$ cat src/design/cds_pkg.sv
// Purpose: shared constants of the companion die supervisor
// Assumes: 250 MHz core clock, classic Wishbone register access
// Notes: offsets are byte addresses of 32-bit words
package cds_pkg;
  // ---------------------------------------------
  // timing
  // ---------------------------------------------
  localparam int CLK_MHZ = 250;
  localparam int TICK_US = 10;
  localparam int TICK_DIV = TICK_US * CLK_MHZ;
  localparam int NORMREQ_MS = 80;
  localparam int RST_HOLD_US = 1250;
  localparam int WD_BASE_MS = 10;
  localparam logic [7:0] ONE_MS_TICKS = 8'(1000 / TICK_US);
  localparam logic [15:0] NORMREQ_TICKS = 16'(NORMREQ_MS * 1000 / TICK_US);
  localparam logic [15:0] RST_HOLD_TICKS = 16'(RST_HOLD_US / TICK_US);
  localparam logic [15:0] WD_BASE_TICKS = 16'(WD_BASE_MS * 1000 / TICK_US);
  // ---------------------------------------------
  // register map
  // ---------------------------------------------
  localparam logic [7:0] ADDR_CTRL = 8'h00;
  localparam logic [7:0] ADDR_MUX = 8'h04;
  localparam logic [7:0] ADDR_CAUSE = 8'h08;
  localparam logic [7:0] ADDR_IFLAG = 8'h0C;
  localparam logic [7:0] ADDR_IMASK = 8'h10;
  localparam logic [7:0] ADDR_WDSVC = 8'h14;
  localparam logic [7:0] ADDR_STATUS = 8'h18;
  // control fields
  localparam int CTRL_POWER_STAGE_ON_BIT = 0;
  localparam int CTRL_SLEEP = 1;
  localparam int CTRL_WDEN = 2;
  localparam int CTRL_WDP = 3;
  localparam int CTRL_HALL = 5;
  localparam int CTRL_HSPWM = 6;
  localparam int CTRL_HSON = 9;
  // analog mux control fields
  localparam int MUX_SS = 0;
  localparam int MUX_CS = 4;
  localparam logic [3:0] MUX_SRC_COUNT = 4'hB;
  // cause bits
  localparam int CAUSE_POR = 0;
  localparam int CAUSE_WD = 1;
  localparam int CAUSE_WAKE = 2;
  localparam int CAUSE_EXT = 3;
  // interrupt bits
  localparam int IRQ_WAKE = 0;
  localparam int IRQ_TOUT = 1;
  localparam int IRQ_WDERR = 2;
  localparam logic [15:0] WD_KEY = 16'hA55A;
  typedef enum logic [2:0] {CDS_RESET, CDS_NORMREQ, CDS_RUN, CDS_SLEEP, CDS_TEST} cds_state_e;
endpackage

$ cat src/design/cds_tick_gen.sv
// Purpose: divides the core clock into a 10 us enable pulse
// Assumes: one clock domain
// Notes: pulse is one cycle wide
`timescale 1ns/1ps
`default_nettype none
module cds_tick_gen
  import cds_pkg::*;
#(
  // cycles per enable pulse
  parameter int DIV = TICK_DIV
)
(
  // clock and reset
  input wire logic core_clk,
  input wire logic rstn,
  // enable out
  output logic tick
);
  logic [11:0] cnt;
  logic [11:0] next_cnt;
  logic next_tick;
  always_comb
  begin
    next_tick = (cnt == 12'(DIV - 1));
    next_cnt = next_tick ? 12'h000 : cnt + 12'h001;
  end
  always_ff @(posedge core_clk)
  begin
    if (!rstn)
    begin
      cnt <= 12'h000;
      tick <= 1'b0;
    end
    else
    begin
      cnt <= next_cnt;
      tick <= next_tick;
    end
  end
endmodule
`default_nettype wire

$ cat src/design/cds_supervisor.sv
// Purpose: supervisory logic of the companion die
// Assumes: classic Wishbone slave, one 250 MHz clock, open-drain pins as in/out/oe
// Notes: oe low means the pin is driven low
//
// Operation
// - if bit unset when timeout expires, enter sleep mode.
// - strap high gives test mode: timeout off, bus receiver off.
// - both edges of the wake input are wake events.
// - reset line is open-drain two-way, either side may pull low.
// - wake events outside sleep and timeout events enabled in the mask pull the open-drain interrupt line low.
// - watchdog resets on expiry and on wrong service.
// - watchdog reset clears all registers except the reset-cause register.
// - four-bit select routes one of eleven sources to converter output.
// - current source has four values plus off.
// - high-side switch uses self PWM or follows external PWM input.
// - microcontroller masters serial port and PWM line.
// - hall input is general input or two/three-pin hall sensor.
// - watchdog period codes 00..11 give 80, 40, 20, 10 ms.
// - after supply rise, hold reset low about 1.25 ms.
`timescale 1ns/1ps
`default_nettype none
module cds_supervisor
  import cds_pkg::*;
#(
  // cycles per tick; a bench may shorten it, every count stays in ticks
  parameter int TICK_CYCLES = TICK_DIV
)
(
  // clock and reset
  input wire logic core_clk,
  input wire logic rstn,
  // wishbone slave
  input wire logic wb_cyc_i,
  input wire logic wb_stb_i,
  input wire logic wb_we_i,
  input wire logic [7:0] wb_adr_i,
  input wire logic [3:0] wb_sel_i,
  input wire logic [31:0] wb_dat_i,
  output logic [31:0] wb_dat_o,
  output logic wb_ack_o,
  // pins from outside
  input wire logic wake_input,
  input wire logic factory_test_strap,
  input wire logic hall_input,
  input wire logic pwm_in,
  // open-drain reset line
  input wire logic rst_line_in,
  output logic rst_line_out,
  output logic rst_line_oe,
  // open-drain interrupt line
  output logic irq_line_out,
  output logic irq_line_oe,
  // analog and power control
  output logic [3:0] analog_mux_sel,
  output logic [2:0] current_src_sel,
  output logic [2:0] high_side_switch,
  output logic hall_sensor_mode,
  output logic hall_level,
  output logic bus_rx_enable,
  output logic sleep_mode,
  output logic irq
);
  // ---------------------------------------------
  // synchronisers and tick
  // ---------------------------------------------
  logic tick;
  logic [2:0] s_wake, s_strap, s_hall, s_rst, s_pwm;
  logic wake_q, strap_q, hall_q, rst_q, pwm_q;
  cds_tick_gen #(
    .DIV(TICK_CYCLES)
  ) u_tick (
    .core_clk(core_clk),
    .rstn(rstn),
    .tick(tick)
  );
  function automatic logic agreed(input logic [2:0] s, input logic prev);
    // a change counts once the second and third stages agree
    agreed = (s[1] == s[2]) ? s[2] : prev;
  endfunction
  // ---------------------------------------------
  // state
  // ---------------------------------------------
  cds_state_e state, next_state;
  logic [15:0] tcnt, next_tcnt;
  logic [15:0] wdcnt, next_wdcnt;
  logic [11:0] ctrl, next_ctrl;
  logic [6:0] muxr, next_muxr;
  logic [3:0] cause, next_cause;
  logic [2:0] iflag, next_iflag, imask, next_imask;
  logic [2:0] pcnt, next_pcnt;
  logic ack_n, wd_rst, wd_err, wd_exp, tout, wake_ev, ext_rst;
  logic [31:0] rdata;
  logic wr, rd_hit;
  logic [15:0] wd_period;
  // a write lands at the edge where the master samples ack high
  assign wr = wb_cyc_i && wb_stb_i && wb_we_i && wb_ack_o;
  assign ack_n = wb_cyc_i && wb_stb_i && !wb_ack_o;
  // watchdog period 80 ms at code 00, halving per code
  assign wd_period = WD_BASE_TICKS << (2'h3 - ctrl[CTRL_WDP +: 2]);
  // ignored while reset is held: the synchroniser may still be filling from its reset value
  assign wake_ev = (state != CDS_RESET) && (s_wake[1] == s_wake[2]) && (s_wake[2] != wake_q);
  // falling edge only: the level alone would fire while our own release is still in the synchroniser
  assign ext_rst = (state != CDS_RESET) && (state != CDS_SLEEP) && rst_q && (s_rst[1] == s_rst[2]) && !s_rst[2];
  always_comb
  begin
    next_state = state;
    next_tcnt = tcnt;
    next_wdcnt = wdcnt;
    wd_exp = 1'b0;
    wd_err = 1'b0;
    tout = 1'b0;
    unique case (state)
      CDS_RESET:
      begin
        // hold reset low 1.25 ms after supply or reset cause
        if (tick)
          next_tcnt = tcnt + 16'h0001;
        if (tcnt >= RST_HOLD_TICKS)
        begin
          next_tcnt = 16'h0000;
          next_state = strap_q ? CDS_TEST : CDS_NORMREQ;
        end
      end
      CDS_NORMREQ:
      begin
        if (tick)
          next_tcnt = tcnt + 16'h0001;
        if (ctrl[CTRL_POWER_STAGE_ON_BIT])
          next_state = CDS_RUN;
        else if (strap_q)
          next_state = CDS_TEST;
        else if (tcnt >= NORMREQ_TICKS)
        begin
          tout = 1'b1;
          next_state = CDS_SLEEP;
        end
      end
      CDS_RUN:
      begin
        if (ctrl[CTRL_SLEEP])
          next_state = CDS_SLEEP;
        else if (ctrl[CTRL_WDEN] && tick)
        begin
          next_wdcnt = wdcnt + 16'h0001;
          if (wdcnt + 16'h0001 >= wd_period)
            wd_exp = 1'b1;
        end
        // early or wrong key service is an error
        if (wr && wb_adr_i == ADDR_WDSVC && ctrl[CTRL_WDEN])
        begin
          if (wb_dat_i[15:0] != WD_KEY || wdcnt < (wd_period >> 1))
            wd_err = 1'b1;
          next_wdcnt = 16'h0000;
        end
        if (wd_exp || wd_err)
        begin
          next_state = CDS_RESET;
          next_tcnt = 16'h0000;
        end
      end
      CDS_SLEEP:
        if (wake_ev)
        begin
          next_state = CDS_RESET;
          next_tcnt = 16'h0000;
        end
      CDS_TEST:
        if (!strap_q)
        begin
          next_state = CDS_NORMREQ;
          next_tcnt = 16'h0000;
        end
    endcase
    if (ext_rst && state != CDS_SLEEP)
    begin
      next_state = CDS_RESET;
      next_tcnt = 16'h0000;
    end
    if (state != CDS_RUN)
      next_wdcnt = 16'h0000;
  end
  assign wd_rst = wd_exp || wd_err;
  // ---------------------------------------------
  // registers
  // ---------------------------------------------
  always_comb
  begin
    next_ctrl = ctrl;
    next_muxr = muxr;
    next_imask = imask;
    next_cause = cause;
    next_iflag = iflag;
    if (wr)
      unique case (wb_adr_i)
        ADDR_CTRL:
          if (wb_sel_i[0] && wb_sel_i[1])
            next_ctrl = wb_dat_i[11:0];
        ADDR_MUX:
          if (wb_sel_i[0] && wb_dat_i[3:0] < MUX_SRC_COUNT)
            next_muxr = wb_dat_i[6:0];
        ADDR_CAUSE:
          if (wb_sel_i[0])
            next_cause = cause & ~wb_dat_i[3:0];
        ADDR_IFLAG:
          if (wb_sel_i[0])
            next_iflag = iflag & ~wb_dat_i[2:0];
        ADDR_IMASK:
          if (wb_sel_i[0])
            next_imask = wb_dat_i[2:0];
        default:
          next_ctrl = next_ctrl;
      endcase
    // events win over software clears
    next_iflag[IRQ_WAKE] = next_iflag[IRQ_WAKE] | wake_ev;
    next_iflag[IRQ_TOUT] = next_iflag[IRQ_TOUT] | tout;
    next_iflag[IRQ_WDERR] = next_iflag[IRQ_WDERR] | wd_err;
    next_cause[CAUSE_WD] = next_cause[CAUSE_WD] | wd_rst;
    next_cause[CAUSE_WAKE] = next_cause[CAUSE_WAKE] | (state == CDS_SLEEP && wake_ev);
    next_cause[CAUSE_EXT] = next_cause[CAUSE_EXT] | ext_rst;
    if (next_state == CDS_RESET && state != CDS_RESET)
    begin
      next_ctrl = '0;
      next_muxr = '0;
      next_imask = '0;
      next_iflag = '0;
    end
    // self PWM: 1 of 8 ticks duty while inrush limited
    next_pcnt = tick ? pcnt + 3'h1 : pcnt;
  end
  always_comb
  begin
    rd_hit = 1'b1;
    unique case (wb_adr_i)
      ADDR_CTRL: rdata = {20'h00000, ctrl};
      ADDR_MUX: rdata = {25'h0000000, muxr};
      ADDR_CAUSE: rdata = {28'h0000000, cause};
      ADDR_IFLAG: rdata = {29'h00000000, iflag};
      ADDR_IMASK: rdata = {29'h00000000, imask};
      ADDR_STATUS: rdata = {27'h0000000, hall_q, pwm_q, wake_q, strap_q, state == CDS_RUN};
      default:
      begin
        rdata = 32'h00000000;
        rd_hit = 1'b0;
      end
    endcase
  end
  always_ff @(posedge core_clk)
  begin
    if (!rstn)
    begin
      {s_wake, s_strap, s_hall, s_rst, s_pwm} <= 15'h0000;
      {wake_q, strap_q, hall_q, rst_q, pwm_q} <= 5'h00;
      state <= CDS_RESET;
      tcnt <= 16'h0000;
      wdcnt <= 16'h0000;
      ctrl <= 12'h000;
      muxr <= 7'h00;
      cause <= 4'h1;
      iflag <= 3'h0;
      imask <= 3'h0;
      pcnt <= 3'h0;
      wb_ack_o <= 1'b0;
      wb_dat_o <= 32'h00000000;
      rst_line_out <= 1'b0;
      rst_line_oe <= 1'b0;
      irq_line_out <= 1'b0;
      irq_line_oe <= 1'b1;
      analog_mux_sel <= 4'h0;
      current_src_sel <= 3'h0;
      high_side_switch <= 3'h0;
      hall_sensor_mode <= 1'b0;
      hall_level <= 1'b0;
      bus_rx_enable <= 1'b0;
      sleep_mode <= 1'b0;
      irq <= 1'b0;
    end
    else
    begin
      s_wake <= {s_wake[1:0], wake_input};
      s_strap <= {s_strap[1:0], factory_test_strap};
      s_hall <= {s_hall[1:0], hall_input};
      s_rst <= {s_rst[1:0], rst_line_in};
      s_pwm <= {s_pwm[1:0], pwm_in};
      wake_q <= agreed(s_wake, wake_q);
      strap_q <= agreed(s_strap, strap_q);
      hall_q <= agreed(s_hall, hall_q);
      rst_q <= agreed(s_rst, rst_q);
      pwm_q <= agreed(s_pwm, pwm_q);
      state <= next_state;
      tcnt <= next_tcnt;
      wdcnt <= next_wdcnt;
      ctrl <= next_ctrl;
      muxr <= next_muxr;
      cause <= next_cause;
      iflag <= next_iflag;
      imask <= next_imask;
      pcnt <= next_pcnt;
      wb_ack_o <= ack_n;
      wb_dat_o <= (ack_n && !wb_we_i && rd_hit) ? rdata : 32'h00000000;
      rst_line_out <= 1'b0;
      rst_line_oe <= !(next_state == CDS_RESET || next_state == CDS_SLEEP);
      irq_line_out <= 1'b0;
      irq_line_oe <= !(|(next_iflag & next_imask));
      irq <= |(next_iflag & next_imask);
      analog_mux_sel <= next_muxr[MUX_SS +: 4];
      current_src_sel <= next_muxr[MUX_CS +: 3];
      hall_sensor_mode <= next_ctrl[CTRL_HALL];
      hall_level <= hall_q;
      bus_rx_enable <= next_state == CDS_RUN && !strap_q;
      sleep_mode <= next_state == CDS_SLEEP;
      for (int i = 0; i < 3; i++)
        high_side_switch[i] <= (next_state == CDS_RUN) && next_ctrl[CTRL_HSON + i] &&
          (next_ctrl[CTRL_HSPWM + i] ? pwm_q : (next_pcnt == 3'h0));
    end
  end
  // ---------------------------------------------
  // assertions
  // ---------------------------------------------
  AST_TOUT_SLEEP: assert property (@(posedge core_clk) disable iff (!rstn)
    (state == CDS_NORMREQ && !ctrl[CTRL_POWER_STAGE_ON_BIT] && !strap_q && !ext_rst && tcnt >= NORMREQ_TICKS)
    |=> state == CDS_SLEEP) else $error("timeout did not sleep");
  AST_TEST_NO_RX: assert property (@(posedge core_clk) disable iff (!rstn)
    state == CDS_TEST |=> !bus_rx_enable) else $error("receiver on in test");
  AST_WAKE_EDGE: assert property (@(posedge core_clk) disable iff (!rstn)
    (state == CDS_SLEEP && wake_ev && !ext_rst) |=> state == CDS_RESET) else $error("wake missed");
  AST_RST_LOW: assert property (@(posedge core_clk) disable iff (!rstn)
    state == CDS_RESET |-> !rst_line_oe) else $error("reset line released in reset");
  AST_IRQ_PIN: assert property (@(posedge core_clk) disable iff (!rstn)
    irq |-> !irq_line_oe) else $error("irq pin not low");
  AST_WD_ERR: assert property (@(posedge core_clk) disable iff (!rstn)
    wd_err |=> state == CDS_RESET) else $error("bad service no reset");
  AST_WD_CLEAR: assert property (@(posedge core_clk) disable iff (!rstn)
    wd_rst |=> (ctrl == 12'h000 && cause[CAUSE_WD])) else $error("watchdog reset clear wrong");
  AST_MUX_RANGE: assert property (@(posedge core_clk) disable iff (!rstn)
    analog_mux_sel < MUX_SRC_COUNT) else $error("mux select out of range");
  AST_HOLD: assert property (@(posedge core_clk) disable iff (!rstn)
    (state == CDS_RESET && tcnt < RST_HOLD_TICKS) |=> state == CDS_RESET)
    else $error("reset released early");
  AST_POWER_STAGE_ON_BIT_STOP: assert property (@(posedge core_clk) disable iff (!rstn)
    (state == CDS_NORMREQ && ctrl[CTRL_POWER_STAGE_ON_BIT] && !ext_rst) |=> state == CDS_RUN) else $error("power_stage_on_bit ignored");
endmodule
`default_nettype wire

$ cat config.mk
export PLATFORM = sky130hd
export DESIGN_NAME = cds_supervisor
export DESIGN_NICKNAME = d
export VERILOG_FILES = /design/src/design/cds_pkg.sv /design/src/design/cds_tick_gen.sv /design/src/design/cds_supervisor.sv
export SDC_FILE = /design/constraint.sdc
export NUM_CORES = 1
export LEC_CHECK = 0
export BUFFER_PORTS_ARGS = -buffer_cell sky130_fd_sc_hd__buf_4
export CAP_MARGIN = 20
export CORE_UTILIZATION = 56
export DETAILED_ROUTE_END_ITERATION = 10
export PLACE_DENSITY = 0.77
export SETUP_SLACK_MARGIN = 0.1
export SLEW_MARGIN = 5
export SYNTH_ARGS = -nofsm -noshare
export SYNTH_HDL_FRONTEND = slang
export SYNTH_SLANG_ARGS = --single-unit
export TNS_END_PERCENT = 100
$ cat constraint.sdc
create_clock -name core_clk -period 4.6 [get_ports core_clk]
set_input_delay 0.23 -clock core_clk [delete_from_list [all_inputs] [get_ports core_clk]]
set_output_delay 0.23 -clock core_clk [all_outputs]
set_load 0.01 [all_outputs]
==> impl_metrics.env <==
export IMPL_synth_mux_area_frac=0.0407
export IMPL_critical_path_max_stage_delay_ns=0.53
export IMPL_netlist_area_leader_share=0.409
export IMPL_n_fill_cell=786
export IMPL_drive_above_1_share=0.147
export IMPL_portBuffers=65
export IMPL_viasPerCell=5.69
export IMPL_yosys_warnings=0
export IMPL_yosys_top_cells_count="122 x dfxtp_1, 97 x nor2_1, 45 x nand2_1, 34 x a21oi_1, 31 x and2_1"
export IMPL_crit_path_max_fanout=11
export IMPL_firstDrtPassIters=5
export IMPL_finalHoldViolations=0
export IMPL_cts_buffers=17
export IMPL_coreArea_mm2=0.0103
export IMPL_status="finished, final reports clean"
export IMPL_rsz0062_at_grt="false"
export IMPL_avgSynthCellArea_um2=8.72
export IMPL_netlist_instances=684
export IMPL_detail_route_wl_per_cell_um=15.4
export IMPL_grt_pass1_vias=4917
export IMPL_maxUsedRoutingLayer="met4"
export IMPL_drtIter0Drc=314
export IMPL_synth_edf_count=0
export IMPL_grt_pass1_wl_um=23300
export IMPL_fin_nets=839
export IMPL_dp_hpwl_um=9600
export IMPL_grt_usage=0.264
export IMPL_cts_hold_buf=15
export IMPL_clock_sinks=122
export IMPL_cp_data_required_time_ns=5.04
export IMPL_clkTransAtPathRegs_ns=0.06
export IMPL_cts_resized=0
export IMPL_path_class="flip-flop to flip-flop"
export IMPL_worst_pin_slew_ns=1.10
export IMPL_peakVddDrop_mv=0.290
export IMPL_synthTopCellsByArea="dfxtp_1 41%, nor2_1 6.1%, ha_1 4.6%"
export IMPL_finalCriticalPeriod_ns=3.95
export IMPL_fin_skew_ns=0.00772
export IMPL_dpl_cell_area_mm2=0.00647
export IMPL_route_met2_wl_um=6690
export IMPL_maxSlewViolCount=0
export IMPL_synthXorXnorAreaFrac=0.0528
export IMPL_cts_buffer_depth=2
export IMPL_worstPathArrival_ns=4.39
export IMPL_end_kind="flip-flop"
export IMPL_p_leak_nw=2.81
export IMPL_hold_class="input pin to flip-flop"
export IMPL_drc=0
export IMPL_cts_tree="done"
export IMPL_fin_area_mm2=0.00722
export IMPL_start_util=0.578
export IMPL_fin_crit_sh=0.859
export IMPL_clock_root_buffer="clkbuf_8"
export IMPL_yosys_area_share_simple=0.250
export IMPL_yosysTopAreaCell="dfxtp_1"
export IMPL_ys_flop_type="dfxtp_1"
export IMPL_die_width_um=105
export IMPL_wl_met3_um=920
export IMPL_die_h_um=105
export IMPL_async_flop_share=0
export IMPL_synth_seq_cells=122
export IMPL_synth_seq_area_share=0.409
export IMPL_vias=5192
export IMPL_ios=106
export IMPL_path_cells="ha_1 -> and3_1 -> and4_1 -> nand3_1 -> xnor2_1 -> ha_1 -> nand3_1 -> or4_1 -> a311oi_4 -> buf_4 -> o2111ai_1 -> or3_1 -> a21oi_1"
export IMPL_antenna_found_initial=0
export IMPL_setup_tns_final_ns=0
export IMPL_postCtsSetupRepairBufs=0
export IMPL_cp_start_kind="flip-flop"
export IMPL_max_slew_margin=0.260
export IMPL_grt_max_degree=28
export IMPL_insertion_delay_ns=0.51
export IMPL_setup_viol=0
export IMPL_slowest_stage="or4_1"
export IMPL_p_per_area_mw_per_mm2=340
export IMPL_dieArea_mm2=0.0111
export IMPL_synth_most_common_cell="dfxtp_1"
export IMPL_synthAdderAreaFrac=0.0461
export IMPL_place_gp_congestion=0.864
export IMPL_antenna_cells=0
export IMPL_m1WireLength_um=6170
export IMPL_drv_cap=0
export IMPL_area_delta_synth_final_pct=20.9
export IMPL_synth_compound_area_frac=0.149
export IMPL_synth_top_family_by_area="simple AND/OR/NAND/NOR gates"
export IMPL_fmax_ghz=0.253
export IMPL_h_tree_depth=4
export IMPL_num_rows=37
export IMPL_grt_overflow=0
export IMPL_syn_cell_area_mm2=0.00597
export IMPL_ant_nets=0
export IMPL_yosysUniqueCellTypes=59
export IMPL_drt_wl_total_um=14000
==> worst max-delay path, delay by kind of cell (launching register included) <==
kind	cells	cell delay [ns]
xor gates and xnor gates	1	0.16
buffers and inverters	1	0.25
DFF	1	0.41
and+or+nand+nor	6	1.66
adders and majority gates	2	0.63
AOI/OAI and AO/OA	3	0.75
==> final cells by class <==
class / instances / area (um2) / share of cell area
Tap cell: 136 / 170 / 0.0236
Clock inverter: 14 / 163 / 0.0225
Clock buffer: 18 / 428 / 0.0593
Sequential cell: 122 / 2440 / 0.338
Timing Repair Buffer: 85 / 676 / 0.0936
Inverter: 11 / 41.3 / 0.00572
Multi-Input combinational cell: 526 / 3300 / 0.457
==> cell families after synthesis <==
kind of cell,after synthesis
simple gates,293
compound gates,129
flops,122
buf+inv,57
xor+xnor,36
mux,24
fa+ha+maj,22
other cells,1
==> report_power, final <==
part / internal [W] / switching [W] / total (W)
logic: 0.0000382 / 0.0000426 / 0.0000808
clock network: 0.000798 / 0.000505 / 0.00130
registers: 0.00106 / 0.00000509 / 0.00107
total: 0.00190 / 0.000552 / 0.00245
==> cells in the final DEF (no fill, tap or decap), drive strengths merged, types with 11 or more instances in the layout <==
master,netlist,final
ha,22,22
a21oi,34,34
clkbuf,19,18
a22oi,11,11
dlygate4sd3,0,15
buf,27,70
and3,11,11
nor2,97,97
o21ai,30,30
and2,31,31
nand3,25,25
dfxtp,122,122
inv,11,16
xor2,22,22
conb,1,22
nor3,16,16
nand2,45,45
mux2i,22,22
xnor2,14,14
==> registers in the layout, indices dropped and copies added (netlist names), 3 cells and up <==
signal / cells
pcnt: 3
u_tick.cnt: 12
current_src_sel: 3
s_rst: 3
iflag: 3
s_hall: 3
analog_mux_sel: 3
s_pwm: 3
state: 3
high_side_switch: 3
wb_dat_o: 12
ctrl: 12
s_strap: 3
imask: 3
wdcnt: 16
tcnt: 16
cause: 4
s_wake: 3
==> per-stage QoR <==
step | hold WS, ns | util | std cells | power [W] | setup WS [ns]
global route | 0.0340 | 0.699 | 912 | 0.00253 | 0.340
floorplan | 0.357 | - | 705 | 0.00114 | 1.20
global placement | 0.414 | 0.627 | 865 | 0.00116 | 0.787
finish | 0.0326 | 0.699 | 912 | 0.00245 | 0.648
CTS | 0.0114 | 0.699 | 912 | 0.00247 | 0.677
detailed placement | 0.425 | 0.627 | 865 | 0.00116 | 0.727
==> per-layer routing <==
layer | up-vias | global-route usage
met2 | 218 | 0.428
met1 | 2391 | 0.340
li1 | 2566 | -
met3 | 17 | 0.0563
met4 | 0 | 0.114
met5 | - | 0
==> path summary, 6_finish.rpt <==
kind         slack (ns)         from            endpoint  depth (start not counted)
max                0.65     wdcnt[0]            tcnt[13]                         13
max reg2reg        0.65     wdcnt[0]            tcnt[13]                         13
min reg2reg        0.44    s_hall[0]           s_hall[1]                          1
min                0.03  wb_dat_i[6]  current_src_sel[2]                          3
(Power assumes the default switching activity.)
